### config.mk
export PLATFORM = sky130hd
export DESIGN_NAME = vsm_mode_counter
export DESIGN_NICKNAME = d
export VERILOG_FILES = /design/src/logic/vsm_pkg.sv /design/src/logic/vsm_tick_counter.sv /design/src/logic/vsm_uart.sv /design/src/logic/vsm_mode_counter.sv
export SDC_FILE = /design/constraint.sdc
export NUM_CORES = 1
export LEC_CHECK = 0
export BUFFER_PORTS_ARGS = -buffer_cell sky130_fd_sc_hd__buf_2
export CAP_MARGIN = 40
export CORE_ASPECT_RATIO = 1.1
export CORE_MARGIN = 1
export CORE_UTILIZATION = 50
export CTS_BUF_LIST = sky130_fd_sc_hd__clkbuf_8 sky130_fd_sc_hd__clkbuf_16
export CTS_CLUSTER_DIAMETER = 100
export CTS_CLUSTER_SIZE = 8
export DETAILED_ROUTE_END_ITERATION = 6
export MAX_ROUTING_LAYER = met4
export PLACE_DENSITY = 0.71
export SLEW_MARGIN = 40
export SYNTH_ARGS = -nofsm -noshare
export SYNTH_HDL_FRONTEND = slang
export SYNTH_SLANG_ARGS = --single-unit
### constraint.sdc
create_clock -name clk -period 3.41 [get_ports clk]
set_input_delay 0.1705 -clock clk [delete_from_list [all_inputs] [get_ports clk]]
set_output_delay 0.1705 -clock clk [all_outputs]
set_load 0.01 [all_outputs]
### src/logic/vsm_pkg.sv
`default_nettype none
package vsm_pkg;
    // ========================================
    // timing
    localparam int  VSM_CLK_HZ        = 100_000_000;
    localparam real VSM_CLK_NS        = 10.0;
    localparam int  VSM_BAUD_BPS      = 460_800;
    localparam int  VSM_CLKS_PER_BIT  = VSM_CLK_HZ / VSM_BAUD_BPS;
    localparam real VSM_VEL_STEP_US   = 167.0;
    localparam real VSM_DISP_STEP_MS  = 1.67;
    localparam real VSM_INIT_TIME_MS  = 970.0;
    localparam int  VSM_VEL_STEP_CYC  = int'(VSM_VEL_STEP_US * 1.0E3 / VSM_CLK_NS);
    localparam int  VSM_DISP_STEP_CYC = int'(VSM_DISP_STEP_MS * 1.0E6 / VSM_CLK_NS);
    localparam int  VSM_INIT_CYC      = int'($floor(VSM_INIT_TIME_MS * 1.0E6 / VSM_CLK_NS));
    localparam int  VSM_OUT_DIV       = 2;
    // ========================================
    // register map
    localparam logic [6:0] VSM_ADDR_SIG   = 7'h00;
    localparam logic [6:0] VSM_ADDR_MODE  = 7'h02;
    localparam logic [6:0] VSM_ADDR_UART  = 7'h08;
    localparam logic [6:0] VSM_ADDR_COUNT = 7'h0A;
    localparam logic [6:0] VSM_ADDR_GLOB  = 7'h0A;
    localparam logic [6:0] VSM_ADDR_BURST = 7'h0C;
    localparam logic [6:0] VSM_ADDR_THERMAL_STATUS_TWO = 7'h2E;
    localparam logic [6:0] VSM_ADDR_BANK  = 7'h7E;
    localparam logic [7:0] VSM_BANK_W1    = 8'h01;
    localparam logic [15:0] VSM_REG_RESET = 16'h0000;
    // ========================================
    // fields
    localparam int VSM_MODE_CMD_LSB = 8;
    localparam int VSM_MODE_STAT    = 10;
    localparam int VSM_SOFT_RST     = 7;
    localparam int VSM_UART_AUTO    = 0;
    localparam int VSM_AUTO_START   = 1;
    localparam int VSM_COUNT_OUT    = 1;
    localparam int VSM_TEMP_OUT     = 14;
    localparam int VSM_TEMP_SEL     = 1;
    localparam logic [1:0] VSM_CMD_TO_SAMP = 2'h2;
    localparam logic [1:0] VSM_CMD_TO_CFG  = 2'h1;
    localparam logic [7:0] VSM_BYTE_CR     = 8'h0D;
    localparam logic [7:0] VSM_BYTE_HDR    = 8'h80;
    // ========================================
    // types
    typedef enum logic [1:0] {VSM_INIT, VSM_CONFIG, VSM_SAMPLE} vsm_mode_e;
    typedef struct packed {
        logic       write;
        logic [6:0] addr;
        logic [7:0] data;
    } vsm_req_s;
endpackage
`default_nettype wire

### src/logic/vsm_tick_counter.sv
`default_nettype none
module vsm_tick_counter import vsm_pkg::*; #(
    parameter int WIDTH = 16
) (
    input  wire logic             clk,
    input  wire logic             rst,
    input  wire logic             clear,
    input  wire logic [31:0]      period,
    output logic                  tick,
    output logic [WIDTH-1:0]      count
);
    logic [31:0]      cyc_reg;
    logic [31:0]      cyc_next;
    logic [WIDTH-1:0] count_reg;
    logic [WIDTH-1:0] count_next;

    always_comb begin
        tick       = !clear && (cyc_reg >= period - 32'h1);
        cyc_next   = cyc_reg + 32'h1;
        count_next = count_reg;
        if (clear) begin
            cyc_next   = '0;
            count_next = '0;
        end else if (tick) begin
            cyc_next   = '0;
            count_next = count_reg + 1'b1;
        end
    end

    always_ff @(posedge clk) begin
        if (rst) begin
            cyc_reg   <= '0;
            count_reg <= '0;
        end else begin
            cyc_reg   <= cyc_next;
            count_reg <= count_next;
        end
    end

    assign count = count_reg;
endmodule
`default_nettype wire

### src/logic/vsm_uart.sv
`default_nettype none
module vsm_uart import vsm_pkg::*; #(
    parameter int CLKS_PER_BIT = VSM_CLKS_PER_BIT
) (
    input  wire logic       clk,
    input  wire logic       rst,
    input  wire logic       rxLine,
    input  wire logic [7:0] txData,
    input  wire logic       txValid,
    output logic            txReady,
    output logic [7:0]      rxData,
    output logic            rxValid,
    output logic            txLine
);
    localparam logic [15:0] FULL = 16'(CLKS_PER_BIT - 1);
    localparam logic [15:0] HALF = 16'(CLKS_PER_BIT / 2);
    logic        rxBusy_reg, rxBusy_next, rxValid_reg, rxValid_next;
    logic [15:0] rxCnt_reg, rxCnt_next, txCnt_reg, txCnt_next;
    logic [3:0]  rxBit_reg, rxBit_next, txBit_reg, txBit_next;
    logic [7:0]  rxSh_reg, rxSh_next;
    logic        txBusy_reg, txBusy_next;
    logic [9:0]  txSh_reg, txSh_next;

    // ========================================
    // receive and transmit
    always_comb begin
        rxBusy_next  = rxBusy_reg;
        rxCnt_next   = rxCnt_reg - 16'h1;
        rxBit_next   = rxBit_reg;
        rxSh_next    = rxSh_reg;
        rxValid_next = 1'b0;
        if (!rxBusy_reg) begin
            rxCnt_next = HALF;
            rxBit_next = '0;
            rxBusy_next = !rxLine;
        end else if (rxCnt_reg == '0) begin
            rxCnt_next = FULL;
            rxBit_next = rxBit_reg + 4'h1;
            if (rxBit_reg == 4'h0 && rxLine) begin
                rxBusy_next = 1'b0;
            end else if (rxBit_reg == 4'h9) begin
                rxBusy_next  = 1'b0;
                rxValid_next = rxLine;
            end else if (rxBit_reg != 4'h0) begin
                rxSh_next = {rxLine, rxSh_reg[7:1]};
            end
        end
        txReady     = !txBusy_reg;
        txBusy_next = txBusy_reg;
        txCnt_next  = txCnt_reg - 16'h1;
        txBit_next  = txBit_reg;
        txSh_next   = txSh_reg;
        if (!txBusy_reg) begin
            if (txValid) begin
                txBusy_next = 1'b1;
                txSh_next   = {1'b1, txData, 1'b0};
                txCnt_next  = FULL;
                txBit_next  = '0;
            end
        end else if (txCnt_reg == '0) begin
            txCnt_next = FULL;
            txSh_next  = {1'b1, txSh_reg[9:1]};
            txBit_next = txBit_reg + 4'h1;
            txBusy_next = txBit_reg != 4'h9;
        end
    end

    always_ff @(posedge clk) begin
        if (rst) begin
            rxBusy_reg <= 1'b0; rxCnt_reg <= '0; rxBit_reg <= '0;
            rxSh_reg <= '0; rxValid_reg <= 1'b0;
            txBusy_reg <= 1'b0; txCnt_reg <= '0; txBit_reg <= '0;
            txSh_reg <= '1;
        end else begin
            rxBusy_reg <= rxBusy_next; rxCnt_reg <= rxCnt_next; rxBit_reg <= rxBit_next;
            rxSh_reg <= rxSh_next; rxValid_reg <= rxValid_next;
            txBusy_reg <= txBusy_next; txCnt_reg <= txCnt_next; txBit_reg <= txBit_next;
            txSh_reg <= txSh_next;
        end
    end

    assign rxData  = rxSh_reg;
    assign rxValid = rxValid_reg;
    assign txLine  = txBusy_reg ? txSh_reg[0] : 1'b1;
endmodule
`default_nettype wire

### src/logic/vsm_mode_counter.sv
`default_nettype none
module vsm_mode_counter import vsm_pkg::*; #(
    parameter int INIT_CYC      = VSM_INIT_CYC,
    parameter int VEL_STEP_CYC  = VSM_VEL_STEP_CYC,
    parameter int DISP_STEP_CYC = VSM_DISP_STEP_CYC,
    parameter int CLKS_PER_BIT  = VSM_CLKS_PER_BIT,
    parameter int OUT_DIV       = VSM_OUT_DIV
) (
    input  wire logic clk,
    input  wire logic rst,
    input  wire logic receivePairLevel,
    input  wire logic displacementSel,
    output logic      transmitPairPositive,
    output logic      transmitPairNegative,
    output logic      samplingActive,
    output logic      initBusy
);
    vsm_mode_e        mode_reg, mode_next;
    logic [31:0]      initCnt_reg, initCnt_next;
    logic [15:0]      sigCtrl_reg, sigCtrl_next;
    logic [15:0]      uartCtrl_reg, uartCtrl_next;
    logic [15:0]      burstCtrl_reg, burstCtrl_next;
    logic [7:0]       bank_reg, bank_next;
    logic [1:0]       rxIdx_reg, rxIdx_next;
    logic [7:0]       byte0_reg, byte0_next, byte1_reg, byte1_next;
    logic             pktBusy_reg, pktBusy_next;
    logic [2:0]       pktIdx_reg, pktIdx_next;
    logic [5:0]       pktMask_reg, pktMask_next;
    logic [5:0][7:0]  pktBuf_reg, pktBuf_next;
    vsm_req_s         req;
    logic             reqValid, inW1, isBurst, wrEn, rdEn, cfgWr;
    logic             softRst, modeWr, startSmp, autoStart;
    logic [1:0]       modeCmd;
    logic [15:0]      rdWord, sampleCount;
    logic [1:0]       shortRateTally;
    logic             sampleTick, outTick, clearCnt;
    logic [31:0]      stepPeriod;
    logic [7:0]       uRxData, txByte;
    logic             uRxValid, txValid, txReady, txLine;

    // ========================================
    // serial link
    vsm_uart #(
        .CLKS_PER_BIT (CLKS_PER_BIT)
    ) u_uart (
        .clk     (clk),
        .rst     (rst),
        .rxLine  (receivePairLevel),
        .txData  (txByte),
        .txValid (txValid),
        .txReady (txReady),
        .rxData  (uRxData),
        .rxValid (uRxValid),
        .txLine  (txLine)
    );

    // ========================================
    // sample counters
    assign clearCnt   = mode_reg == VSM_INIT;
    assign stepPeriod = displacementSel ? 32'(DISP_STEP_CYC) : 32'(VEL_STEP_CYC);

    vsm_tick_counter #(
        .WIDTH (16)
    ) u_sample_tally (
        .clk    (clk),
        .rst    (rst),
        .clear  (clearCnt),
        .period (stepPeriod),
        .tick   (sampleTick),
        .count  (sampleCount)
    );

    vsm_tick_counter #(
        .WIDTH (2)
    ) u_short_tally (
        .clk    (clk),
        .rst    (rst),
        .clear  (clearCnt),
        .period (32'(stepPeriod * 32'(OUT_DIV))),
        .tick   (outTick),
        .count  (shortRateTally)
    );

    // ========================================
    // command decode
    always_comb begin
        rxIdx_next = rxIdx_reg;
        byte0_next = byte0_reg;
        byte1_next = byte1_reg;
        reqValid   = 1'b0;
        req        = '{write: byte0_reg[7], addr: byte0_reg[6:0], data: byte1_reg};
        if (mode_reg == VSM_INIT) begin
            rxIdx_next = '0;
        end else if (uRxValid) begin
            case (rxIdx_reg)
                2'h0: begin
                    byte0_next = uRxData;
                    rxIdx_next = 2'h1;
                end
                2'h1: begin
                    byte1_next = uRxData;
                    rxIdx_next = 2'h2;
                end
                default: begin
                    rxIdx_next = '0;
                    reqValid   = uRxData == VSM_BYTE_CR;
                end
            endcase
        end
    end

    assign inW1    = bank_reg == VSM_BANK_W1;
    assign isBurst = reqValid && byte0_reg == VSM_BYTE_HDR && byte1_reg == 8'h00 && mode_reg == VSM_SAMPLE;
    assign wrEn    = reqValid && req.write && !isBurst;
    assign rdEn    = reqValid && !req.write;
    assign cfgWr   = wrEn && mode_reg == VSM_CONFIG;
    assign softRst = wrEn && inW1 && req.addr == VSM_ADDR_GLOB && req.data[VSM_SOFT_RST];
    assign modeWr  = wrEn && !inW1 && req.addr == (VSM_ADDR_MODE | 7'h01);
    assign modeCmd = req.data[VSM_MODE_CMD_LSB-8 +: 2];
    assign autoStart = uartCtrl_reg[VSM_UART_AUTO] && uartCtrl_reg[VSM_AUTO_START];

    // ========================================
    // operating mode
    always_comb begin
        mode_next    = mode_reg;
        initCnt_next = initCnt_reg;
        case (mode_reg)
            VSM_INIT: begin
                if (initCnt_reg == '0) begin
                    mode_next = autoStart ? VSM_SAMPLE : VSM_CONFIG;
                end else begin
                    initCnt_next = initCnt_reg - 32'h1;
                end
            end
            VSM_CONFIG: begin
                if (modeWr && modeCmd == VSM_CMD_TO_SAMP) begin
                    mode_next = VSM_SAMPLE;
                end
            end
            VSM_SAMPLE: begin
                if (modeWr && modeCmd == VSM_CMD_TO_CFG) begin
                    mode_next = VSM_CONFIG;
                end
            end
            default: mode_next = VSM_INIT;
        endcase
        if (softRst) begin
            mode_next    = VSM_INIT;
            initCnt_next = 32'(INIT_CYC - 1);
        end
    end

    // ========================================
    // configuration registers
    always_comb begin
        sigCtrl_next   = sigCtrl_reg;
        uartCtrl_next  = uartCtrl_reg;
        burstCtrl_next = burstCtrl_reg;
        bank_next      = bank_reg;
        if (cfgWr && inW1) begin
            case (req.addr)
                VSM_ADDR_SIG:           sigCtrl_next[7:0]    = req.data;
                VSM_ADDR_SIG | 7'h01:   sigCtrl_next[15:8]   = req.data;
                VSM_ADDR_UART:          uartCtrl_next[7:0]   = req.data;
                VSM_ADDR_UART | 7'h01:  uartCtrl_next[15:8]  = req.data;
                VSM_ADDR_BURST:         burstCtrl_next[7:0]  = req.data;
                VSM_ADDR_BURST | 7'h01: burstCtrl_next[15:8] = req.data;
                default: ;
            endcase
        end
        if (wrEn && req.addr == VSM_ADDR_BANK) begin
            bank_next = req.data;
        end
        if (softRst) begin
            bank_next = '0;
        end
    end

    // ========================================
    // read data, window resolved
    always_comb begin
        rdWord = '0;
        if ({req.addr[6:1], 1'b0} == VSM_ADDR_BANK) begin
            rdWord = {8'h00, bank_reg};
        end else if (!inW1) begin
            case ({req.addr[6:1], 1'b0})
                VSM_ADDR_MODE:  rdWord[VSM_MODE_STAT] = mode_reg == VSM_CONFIG;
                VSM_ADDR_COUNT: rdWord = sampleCount;
                VSM_ADDR_THERMAL_STATUS_TWO: rdWord = {14'h0, shortRateTally};
                default: ;
            endcase
        end else begin
            case ({req.addr[6:1], 1'b0})
                VSM_ADDR_SIG:   rdWord = sigCtrl_reg;
                VSM_ADDR_UART:  rdWord = uartCtrl_reg;
                VSM_ADDR_BURST: rdWord = burstCtrl_reg;
                default: ;
            endcase
        end
    end

    // ========================================
    // response and sample packets
    assign startSmp = isBurst || (mode_reg == VSM_SAMPLE && uartCtrl_reg[VSM_UART_AUTO] && outTick);
    assign txValid  = pktBusy_reg && pktMask_reg[pktIdx_reg] && mode_reg != VSM_INIT;
    assign txByte   = pktBuf_reg[pktIdx_reg];

    always_comb begin
        pktBusy_next = pktBusy_reg;
        pktIdx_next  = pktIdx_reg;
        pktMask_next = pktMask_reg;
        pktBuf_next  = pktBuf_reg;
        if (!pktBusy_reg) begin
            pktIdx_next = '0;
            if (rdEn) begin
                pktBusy_next   = 1'b1;
                pktMask_next   = 6'h0F;
                pktBuf_next[0] = byte0_reg;
                pktBuf_next[1] = rdWord[15:8];
                pktBuf_next[2] = rdWord[7:0];
                pktBuf_next[3] = VSM_BYTE_CR;
            end else if (startSmp) begin
                pktBusy_next   = 1'b1;
                pktMask_next   = {1'b1, {2{burstCtrl_reg[VSM_TEMP_OUT] && sigCtrl_reg[VSM_TEMP_SEL]}},
                                  {2{burstCtrl_reg[VSM_COUNT_OUT]}}, 1'b1};
                pktBuf_next[0] = VSM_BYTE_HDR;
                pktBuf_next[1] = sampleCount[15:8];
                pktBuf_next[2] = sampleCount[7:0];
                pktBuf_next[3] = 8'h00;
                pktBuf_next[4] = {6'h00, shortRateTally};
                pktBuf_next[5] = VSM_BYTE_CR;
            end
        end else if ((txValid && txReady) || !pktMask_reg[pktIdx_reg]) begin
            pktIdx_next  = pktIdx_reg + 3'h1;
            pktBusy_next = pktIdx_reg != 3'h5;
        end
        if (softRst || mode_reg == VSM_INIT) begin
            pktBusy_next = 1'b0;
        end
    end

    // ========================================
    // state registers
    always_ff @(posedge clk) begin
        if (rst) begin
            mode_reg      <= VSM_INIT;
            initCnt_reg   <= 32'(INIT_CYC - 1);
            sigCtrl_reg   <= VSM_REG_RESET;
            uartCtrl_reg  <= VSM_REG_RESET;
            burstCtrl_reg <= VSM_REG_RESET;
            bank_reg      <= '0;
            rxIdx_reg     <= '0;
            byte0_reg     <= '0;
            byte1_reg     <= '0;
            pktBusy_reg   <= 1'b0;
            pktIdx_reg    <= '0;
            pktMask_reg   <= '0;
            pktBuf_reg    <= '0;
        end else begin
            mode_reg      <= mode_next;
            initCnt_reg   <= initCnt_next;
            sigCtrl_reg   <= sigCtrl_next;
            uartCtrl_reg  <= uartCtrl_next;
            burstCtrl_reg <= burstCtrl_next;
            bank_reg      <= bank_next;
            rxIdx_reg     <= rxIdx_next;
            byte0_reg     <= byte0_next;
            byte1_reg     <= byte1_next;
            pktBusy_reg   <= pktBusy_next;
            pktIdx_reg    <= pktIdx_next;
            pktMask_reg   <= pktMask_next;
            pktBuf_reg    <= pktBuf_next;
        end
    end

    assign transmitPairPositive = txLine;
    assign transmitPairNegative = !txLine;
    assign samplingActive       = mode_reg == VSM_SAMPLE;
    assign initBusy             = mode_reg == VSM_INIT;
endmodule
`default_nettype wire

=== Word level (Yosys, flattened, before mapping) ===
Cells that the tools add are included.

* Flip-flop bits (word level): 296
* Input bits: 4
* Output and inout port bits: 4
* Word-level logic and storage cells: 209

* Add/subtract/negate cells: 12
* Magnitude comparators: 3
* Equality and inequality tests: 29
* Mux-type cells: 47
* Bitwise gates (word level): 8
* Reductions and logical operators: 74

{| class="wikitable"
|+ Operator list
! operator !! number
|-
| 16-bit 2-to-1 mux || 5
|-
| 32-bit by 1-bit adder with 32-bit output, second input constant || 2
|-
| 32-bit greater-or-equal comparator || 2
|-
| 32-bit 2-to-1 mux || 2
|-
| 16-bit case mux with 3 select lines || 1
|-
| 7-bit by 4-bit == test with 1-bit output, second input constant || 5
|-
| 16-bit logical NOT || 2
|-
| 32-bit logical NOT || 1
|-
| 16-bit by 1-bit subtractor with 16-bit output, second input constant || 2
|-
| 32-bit by 1-bit subtractor with 32-bit output, second input constant || 1
|-
| 10-bit 2-to-1 mux || 3
|-
| 1-bit logical AND || 26
|-
| 8-bit binary-select mux with 3-bit select || 1
|-
| 10-bit case mux with 2 select lines || 1
|-
| 19-bit by 1-bit subtractor with 20-bit output, second input constant || 1
|-
| 18-bit by 1-bit subtractor with 19-bit output, second input constant || 1
|-
| 6-bit by 3-bit == test with 1-bit output, second input constant || 3
|-
| 18-bit 2-to-1 mux || 1
|-
| 2-bit AND reduction || 9
|-
| 16-bit by 1-bit adder with 16-bit output, second input constant || 1
|-
| 1-bit 2-to-1 mux || 16
|-
| 8-bit 2-to-1 mux || 2
|-
| 4-bit 2-to-1 mux || 3
|-
| 6-bit 2-to-1 mux || 2
|-
| other kinds (42) || 80
|}

=== Depth between registers and ports, before layout ===
Gate-level depths: netlist of the first run.

* Depth after elaboration: 15
* Depth in mapped cells: 10
* Mapped depth without buffers: 8

=== Hierarchy ===
From an unflattened synthesis of the first run, not the netlist that was laid out.

* Cells, all modules: 1900
* Area total of the unflattened synthesis: 16343.2 µm²

{| class="wikitable"
|+ Modules (own cells, without submodules)
! module !! instances !! cells an instance !! area each (µm²) !! sequential area each (µm²)
|-
| vsm_mode_counter || 1 || 798 || 7179.4 || 2902.8
|-
| vsm_tick_counter (u_sample_tally) || 1 || 437 || 3574.7 || 960.9
|-
| vsm_uart || 1 || 333 || 2891.5 || 1201.2
|-
| vsm_tick_counter (u_short_tally) || 1 || 332 || 2697.6 || 680.7
|}

=== Worst setup path after synthesis of the first run ===
Ideal clock, no wire load.

* Kind: register to register
* Start point: register u_uart.rxCnt_reg[0]
* End point: register u_uart.rxBusy_reg
* Setup time: 0.134 ns
* Arrival time: 2.378 ns
* Required time: 3.276 ns
* Slack: 0.899 ns
* Stages on the path, launching flop included: 9
* Path buffers: 1
* Period minus slack after synthesis: 2.511 ns
* Cell sequence: dfxtp_1 inv_1 ha_1 or3b_1 or4_1 or4_1 buf_2 nor4_1 a211oi_1

* Word-level cells in the longest chain between the ends: 3

{| class="wikitable"
|+ RTL lines
! element !! line !! source
|-
| start, declared || vsm_uart.sv:18 || <nowiki>logic [15:0] rxCnt_reg, rxCnt_next, txCnt_reg, txCnt_next;</nowiki>
|-
| start signal, assigned || vsm_uart.sv:75 || <nowiki>rxBusy_reg <= rxBusy_next; rxCnt_reg <= rxCnt_next; rxBit_reg <= rxBit_next;</nowiki>
|-
| 16-bit logical NOT || vsm_uart.sv:36 || <nowiki>end else if (rxCnt_reg == '0) begin</nowiki>
|-
| 1-bit 2-to-1 mux || vsm_uart.sv:36 ||
|-
| 1-bit 2-to-1 mux || vsm_uart.sv:32 || <nowiki>if (!rxBusy_reg) begin</nowiki>
|-
| end signal, assigned || vsm_uart.sv:75 ||
|-
| end, declared || vsm_uart.sv:17 || <nowiki>logic rxBusy_reg, rxBusy_next, rxValid_reg, rxValid_next;</nowiki>
|}

No other way between the ends.
A chain may end at the register's enable or synchronous reset.

=== Final worst setup path of the first run ===
* Start point: register u_uart.rxCnt_reg[0]
* End point: register u_uart.rxBit_reg[3]

* Word-level cells in the longest chain between the ends: 1

{| class="wikitable"
|+ RTL lines
! element !! line !! source
|-
| 16-bit logical NOT || vsm_uart.sv:36 ||
|-
| end signal, assigned || vsm_uart.sv:75 ||
|-
| end, declared || vsm_uart.sv:19 || <nowiki>logic [3:0] rxBit_reg, rxBit_next, txBit_reg, txBit_next;</nowiki>
|}

No other way between the ends.

==> run metrics, run 1 <==
Synth Cell Area=12,900 sq um; WHS Path Cells=2; Int Pwr=5.80 mW; Detailed Routing Iterations Pass 1=5; H-Tree Depth=2; WL per Instance=15.9 um; Initial Utilization=0.510; CTS Buf Count=41; Slew headroom=0.458; most used cell, CP=or4_1; ys flop type=dfxtp_1; Tmin final=3.03 ns; Area growth, synth to finish=12.4%; top-area cell type share of the netlist area=0.444; CTS tree=built; most frequent cells after synthesis=dfxtp_1 (287), nor2_1 (201), nand2_1 (150); CP max FO=21; WHS Endpoint=pktBuf_reg[12]; final core utilization=0.574; Antenna Nets Post-Route=0; run status=completed; Hold Startpoint=rst; vias per cell=5.66; initial antenna violation count=0; area taken by multi-input logic gates=6870 sq um; total length of routed wires=29,000 um; Largest stage delay, worst path=0.90 ns; CTS Root Cell=clkbuf_16; initial DRC count=713; Final Cycle Share=0.889; total power draw=7.43 mW; largest net degree at the start of global routing=69; Critical Path Start Type=flop; GRT Total Usage=0.225; sw frac=0.220; Worst-Margin Slew=0.810 ns; sequential power share=0.473; CTS clk-pin slew, worst paths=0.05 ns; hold buffer count at CTS=1; layout cells sized above 1=0.0737; DR DRC count=0; register area=5750 sq um; required time of the critical path=3.86 ns; fillcell total=2,261; Yosys top cell by area=dfxtp_1; Worst setup EP type=flop; RD Place Congestion=0.921; post-DP HPWL=19,400 um; NetSw=1.63 mW; Vias=10,300; Seq/Total Area, Yosys=0.444; synthesized area per cell=8.96 sq um; global-route wire length before repair=47,200 um; Gate power share=0.049; Placed Area=13,400 sq um; Crit Reg-Reg Startpoint=u_uart.rxCnt_reg[0]; Fin. Hold Viols=0; Seq cells post-synth=287; unrepaired setup endpoints after global routing=no; final setup skew=0.0156 ns; # Post-CTS Setup Buffers=0; most common cell in the netlist=dfxtp_1; Synth Warn #=0; reg2reg path depth=7; VDD IR max=0.336 mV; Final Setup Violations=0; max-cap violation count=0; num rows=61; worst setup path category=reg -> reg; clock power share=0.479; share of flip-flops with an asynchronous set or reset=0; Post-CTS Resized=0; Setup WS pre-CTS=0.359 ns; Post-synth EDFFs=0; I/O pin count=8; fin worst setup slack=0.380 ns; # clock sinks=287; Power Density=511 nW/um^2; R2R setup slack=0.38 ns; width of the chip=155 um; Die Span Y=171 um; final instance area=14,500 sq um; Reg-to-Reg End=u_uart.rxBit_reg[3]; largest cells by area after synthesis=dfxtp_1 (44%), mux2i_1 (7.5%), nor2_1 (5.8%); Fmax=0.330 GHz; Lkg Pwr=5.23 nW; worst path arrival time=3.48 ns; Core Region=25,300 sq um; layout net count=1,514; clk_lat worst skew=0.52 ns; number of global-route vias before repair=9,401; setup_tns=0 ns; critical path's slowest cell=or4_1; total gr overflow=0; crit path cell chain=inv_1, ha_1, or3b_1, or4_1, or4_1, or3_1, a21oi_1; Yosys cell types=81; number of port buffers=7; CTS Buffer Depth=3; Max Slew Vio Count=0; cell count after synthesis=1,443; Hold Crit Class=in -> reg; area of the die=26,500 sq um; Ant. Diodes=0
## cells in the final DEF (no fill, tap or decap), types with 28 or more instances in the layout
cell       synthesis  layout
nand2_1          150     150
mux2i_1           97      97
ha_1              34      34
o21ai_0           33      33
inv_1             36      36
dfxtp_1          287     287
buf_4              1      29
nor4_1            29      28
nor2_1           201     201
xnor2_1           44      44
nand3_1           45      45
xor2_1            47      47
a21oi_1           61      61
nor3_1            38      37
clkbuf_16          0      43
## power by group through the flow
stage / clock network (mW) / logic, mW / registers [mW]
2_1_floorplan: 0 / 0.298 / 3.56
3_3_place_gp: 0 / 0.355 / 3.57
3_5_place_dp: 0 / 0.361 / 3.58
4_1_cts: 3.63 / 0.363 / 3.51
5_1_grt: 3.78 / 0.412 / 3.52
6_report: 3.56 / 0.361 / 3.51
## logic make-up (layout without fill, tap and decap cells)
kind of cell / after synthesis / in the layout / synth area share
buffers and inverters: 107 / 118 / 0.0334
AND/OR/NAND/NOR: 603 / 603 / 0.230
AO/OA/AOI/OAI: 220 / 220 / 0.118
XOR/XNOR: 91 / 91 / 0.0616
multiplexers: 100 / 100 / 0.0803
flip-flops: 287 / 287 / 0.444
adder cells (fa/ha/maj): 34 / 34 / 0.0329
other: 1 / 25 / 0.000290
## layer usage
metal	routed length (um)	vias up	GRT usage
li1	-	5138	-
met1	13200	4849	0.281
met2	13500	251	0.366
met3	1490	78	0.0398
met4	905	0	0.0814
met5	0	-	-
## worst max-delay path: cells and delay by family, from the launching register on
family / cells / cell delay, ns
simple gates: 4 / 2.25
flops: 1 / 0.32
fa+ha+maj: 1 / 0.16
compound gates: 1 / 0.15
buf+inv: 1 / 0.06
## layout make-up
type | count | area share
Tap cell | 346 | 0.0298
Clock buffer | 43 | 0.0740
Inverter | 36 | 0.00930
Sequential cell | 287 | 0.395
Multi-Input combinational cell | 1073 | 0.473
Clock inverter | 2 | 0.000861
Timing Repair Buffer | 37 | 0.0181
## through the flow
step                hold WS (ns)  cells
global placement           0.413   1778
floorplan                  0.270   1467
global route               0.238   1824
detailed placement         0.416   1778
finish                     0.211   1824
CTS                        0.190   1824
## how the worst max path moves through the flow
stage / startpoint / end / slack (ns) / cells after the start
after floorplan: u_uart.rxCnt_reg[0] / u_uart.rxBusy_reg / 0.90 / 8
after global placement: u_uart.rxCnt_reg[0] / u_uart.rxBit_reg[3] / 0.43 / 7
after detailed placement: displacementSel / pktMask_reg[2] / 0.36 / 9
after CTS: u_uart.rxCnt_reg[0] / u_uart.rxBit_reg[3] / 0.38 / 7
after global routing: u_uart.rxCnt_reg[1] / u_uart.rxData[7] / 0.27 / 8
final: u_uart.rxCnt_reg[0] / u_uart.rxBit_reg[3] / 0.38 / 7
Power figures use the tool's default switching activity.
==> run 2: changes to the inputs <==
--- a/config.mk
+++ b/config.mk
@@ -5,7 +5,6 @@
 export SDC_FILE = /design/constraint.sdc
 export NUM_CORES = 1
 export LEC_CHECK = 0
-export BUFFER_PORTS_ARGS = -buffer_cell sky130_fd_sc_hd__buf_2
 export CAP_MARGIN = 40
 export CORE_ASPECT_RATIO = 1.1
 export CORE_MARGIN = 1
@@ -14,6 +13,7 @@
 export CTS_CLUSTER_DIAMETER = 100
 export CTS_CLUSTER_SIZE = 8
 export DETAILED_ROUTE_END_ITERATION = 6
+export DONT_BUFFER_PORTS = 1
 export MAX_ROUTING_LAYER = met4
 export PLACE_DENSITY = 0.71
 export SLEW_MARGIN = 40
==> run 2 against run 1 <==
Via count up 0.56%. Sequential share of layout area is 0.078 points lower. Utilization increased by 0.11 points. Clock skew grew 0.0028 ns. Hold slack got worse by 0.21 ns. Clock-buffer cell count is the same. Clock power hardly changed. Non-clock buffer count shrank 1. Routed wire length grew 2.5%. Setup slack improved by 0.16 ns. Flip-flop and latch count unchanged. Final area is 0.20% higher. Largest cell class unchanged.
==> run metrics, run 2 (synthesis results as in run 1) <==
Ant. Diodes=0 (unchanged); Core Region=25,300 sq um (unchanged); initial DRC count=734 (was 713); post-DP HPWL=20,100 um (was 19,400 um); clock power share=0.478 (was 0.479); Hold Crit Class=in -> reg (unchanged); Tmin final=2.87 ns (was 3.03 ns); max-cap violation count=0 (unchanged); unrepaired setup endpoints after global routing=no (unchanged); sw frac=0.220 (about the same); num rows=61 (unchanged); reg2reg path depth=6 (was 7); NetSw=1.64 mW (was 1.63 mW); layout cells sized above 1=0.0711 (was 0.0737); Hold Startpoint=receivePairLevel (was rst); Vias=10,400 (was 10,300); crit path buf inv count=0 (was 1); final instance area=14,600 sq um (was 14,500 sq um); width of the chip=155 um (unchanged); R2R setup slack=0.54 ns (was 0.38 ns); critical path's slowest cell=o41ai_4 (was or4_1); final core utilization=0.575 (was 0.574); sequential power share=0.472 (was 0.473); Area growth, synth to finish=12.6% (was 12.4%); Slew headroom=0.439 (was 0.458); largest net degree at the start of global routing=93 (was 69); layout net count=1,513 (was 1,514); final setup skew=0.0184 ns (was 0.0156 ns); initial antenna violation count=0 (unchanged); CTS Buffer Depth=3 (unchanged); Final Setup Violations=0 (unchanged); Detailed Routing Iterations Pass 1=6 (was 5); Setup WS pre-CTS=0.539 ns (was 0.359 ns); worst path arrival time=3.26 ns (was 3.48 ns); total length of routed wires=29,800 um (was 29,000 um); setup_tns=0 ns (unchanged); WHS Path Cells=3 (was 2); Post-CTS Resized=0 (unchanged); GRT Total Usage=0.234 (was 0.225); Worst-Margin Slew=0.842 ns (was 0.810 ns); WL per Instance=16.3 um (was 15.9 um); run status=completed (unchanged); fin worst setup slack=0.538 ns (was 0.380 ns); Placed Area=13,400 sq um (about the same); Worst setup EP type=flop (unchanged); area of the die=26,500 sq um (unchanged); clk_lat worst skew=0.52 ns (about the same); most frequent cells in the layout=dfxtp_1 (287), nor2_1 (201), nand2_1 (150) (unchanged); WHS Endpoint=u_uart.rxBusy_reg (was pktBuf_reg[12]); required time of the critical path=3.80 ns (was 3.86 ns); CTS tree=built (unchanged); number of port buffers=0 (was 7); Fin. Hold Viols=0 (unchanged); CTS Root Cell=clkbuf_16 (unchanged); total power draw=7.44 mW (was 7.43 mW); fillcell total=2,296 (was 2,261); Crit. path cell count=6 (was 7); Die Span Y=171 um (unchanged); most common cell after layout, fill and taps aside=dfxtp_1 (unchanged); Antenna Nets Post-Route=0 (unchanged); vias per cell=5.69 (was 5.66); global-route wire length before repair=49,300 um (was 47,200 um); Critical Path Start Type=flop (unchanged); CTS clk-pin slew, worst paths=0.05 ns (about the same); Initial Utilization=0.510 (unchanged); VDD IR max=0.375 mV (was 0.336 mV); Gate power share=0.050 (was 0.049); worst setup path category=reg -> reg (unchanged); CTS Buf Count=41 (unchanged); Largest stage delay, worst path=0.76 ns (was 0.90 ns); Power Density=511 nW/um^2 (about the same); Final Cycle Share=0.842 (was 0.889); H-Tree Depth=2 (unchanged); RD Place Congestion=0.897 (was 0.921); CP max FO=12 (was 21); DR DRC count=0 (unchanged); Fmax=0.348 GHz (was 0.330 GHz); I/O pin count=8 (unchanged); Lkg Pwr=5.24 nW (was 5.23 nW); number of global-route vias before repair=10,000 (was 9,401); # Post-CTS Setup Buffers=0 (unchanged); Reg-to-Reg End=initCnt_reg[12] (was u_uart.rxBit_reg[3]); total gr overflow=0 (unchanged); crit path cell chain=or4_1, or4_4, o41ai_4, nor2_1, xnor2_1, nand2_1 (was inv_1, ha_1, or3b_1, or4_1, or4_1, or3_1, a21oi_1); Int Pwr=5.80 mW (about the same); Crit Reg-Reg Startpoint=initCnt_reg[18] (was u_uart.rxCnt_reg[0]); kind of cell adding the most delay to the critical path=simple AND/OR/NAND/NOR gates (unchanged); # clock sinks=287 (unchanged); Max Slew Vio Count=0 (unchanged)
-- run 2: cell count changes in the layout (fill, tap and decap cells not counted) --
cell	change
buf_16	+1
buf_2	-7
buf_4	+3
dlygate4sd3_1	+2
nor4_1	+1
nor4_2	-1
-- run 2: routing by layer --
metal	track usage	routed length [um]	vias up
li1	-	-	5146
met1	0.283	13100	4919
met2	0.391	14100	238
met3	0.0393	1630	71
met4	0.0853	952	0
met5	-	0	-
-- run 2: worst max-delay path by stage --
stage                         from  slack [ns]                   end
2_1_floorplan  u_uart.rxCnt_reg[0]        0.90     u_uart.rxBusy_reg
3_3_place_gp   u_uart.rxCnt_reg[0]        0.61  u_uart.rxCnt_reg[14]
3_5_place_dp       initCnt_reg[18]        0.54       initCnt_reg[12]
4_1_cts            initCnt_reg[18]        0.50       initCnt_reg[12]
5_1_grt        u_uart.txCnt_reg[8]        0.24   u_uart.txCnt_reg[5]
6_report           initCnt_reg[18]        0.54       initCnt_reg[12]
-- run 2: worst reg2reg max path: stages, from the launching register on --
cell	delay, ns
dfxtp_1	0.35
or4_1	0.68
or4_4	0.58
o41ai_4	0.76
nor2_1	0.14
xnor2_1	0.18
nand2_1	0.07
-- run 2: repair_timing --
action,CTS,global route
endpoints found under the setup margin,0,0
hold buffers,3,1
hold endpoints to repair,103,8
-- run 2: metrics by stage --
stage / hold slack, ns / instances
2_1_floorplan: 0.270 / 1467
3_3_place_gp: 0.270 / 1774
3_5_place_dp: 0.272 / 1774
4_1_cts: 0.00129 / 1822
5_1_grt: 0.00603 / 1823
6_report: 0.00589 / 1823
-- run 2: power by group through the flow --
stage	Clock [mW]	Combinational, mW	Sequential (mW)
after floorplan	0	0.298	3.56
after global placement	0	0.339	3.57
after detailed placement	0	0.346	3.57
after CTS	3.63	0.374	3.51
after global routing	3.78	0.428	3.52
final	3.55	0.373	3.51
-- run 2: layout make-up --
type / count / area (sq um) / area share
clock buffer: 43 / 1080 / 0.0739
inverter: 36 / 135 / 0.00928
multi-input combinational: 1073 / 6860 / 0.471
clock inverter: 2 / 12.5 / 0.000859
sequential: 287 / 5750 / 0.395
tap: 346 / 433 / 0.0297
timing repair buffer: 36 / 298 / 0.0204
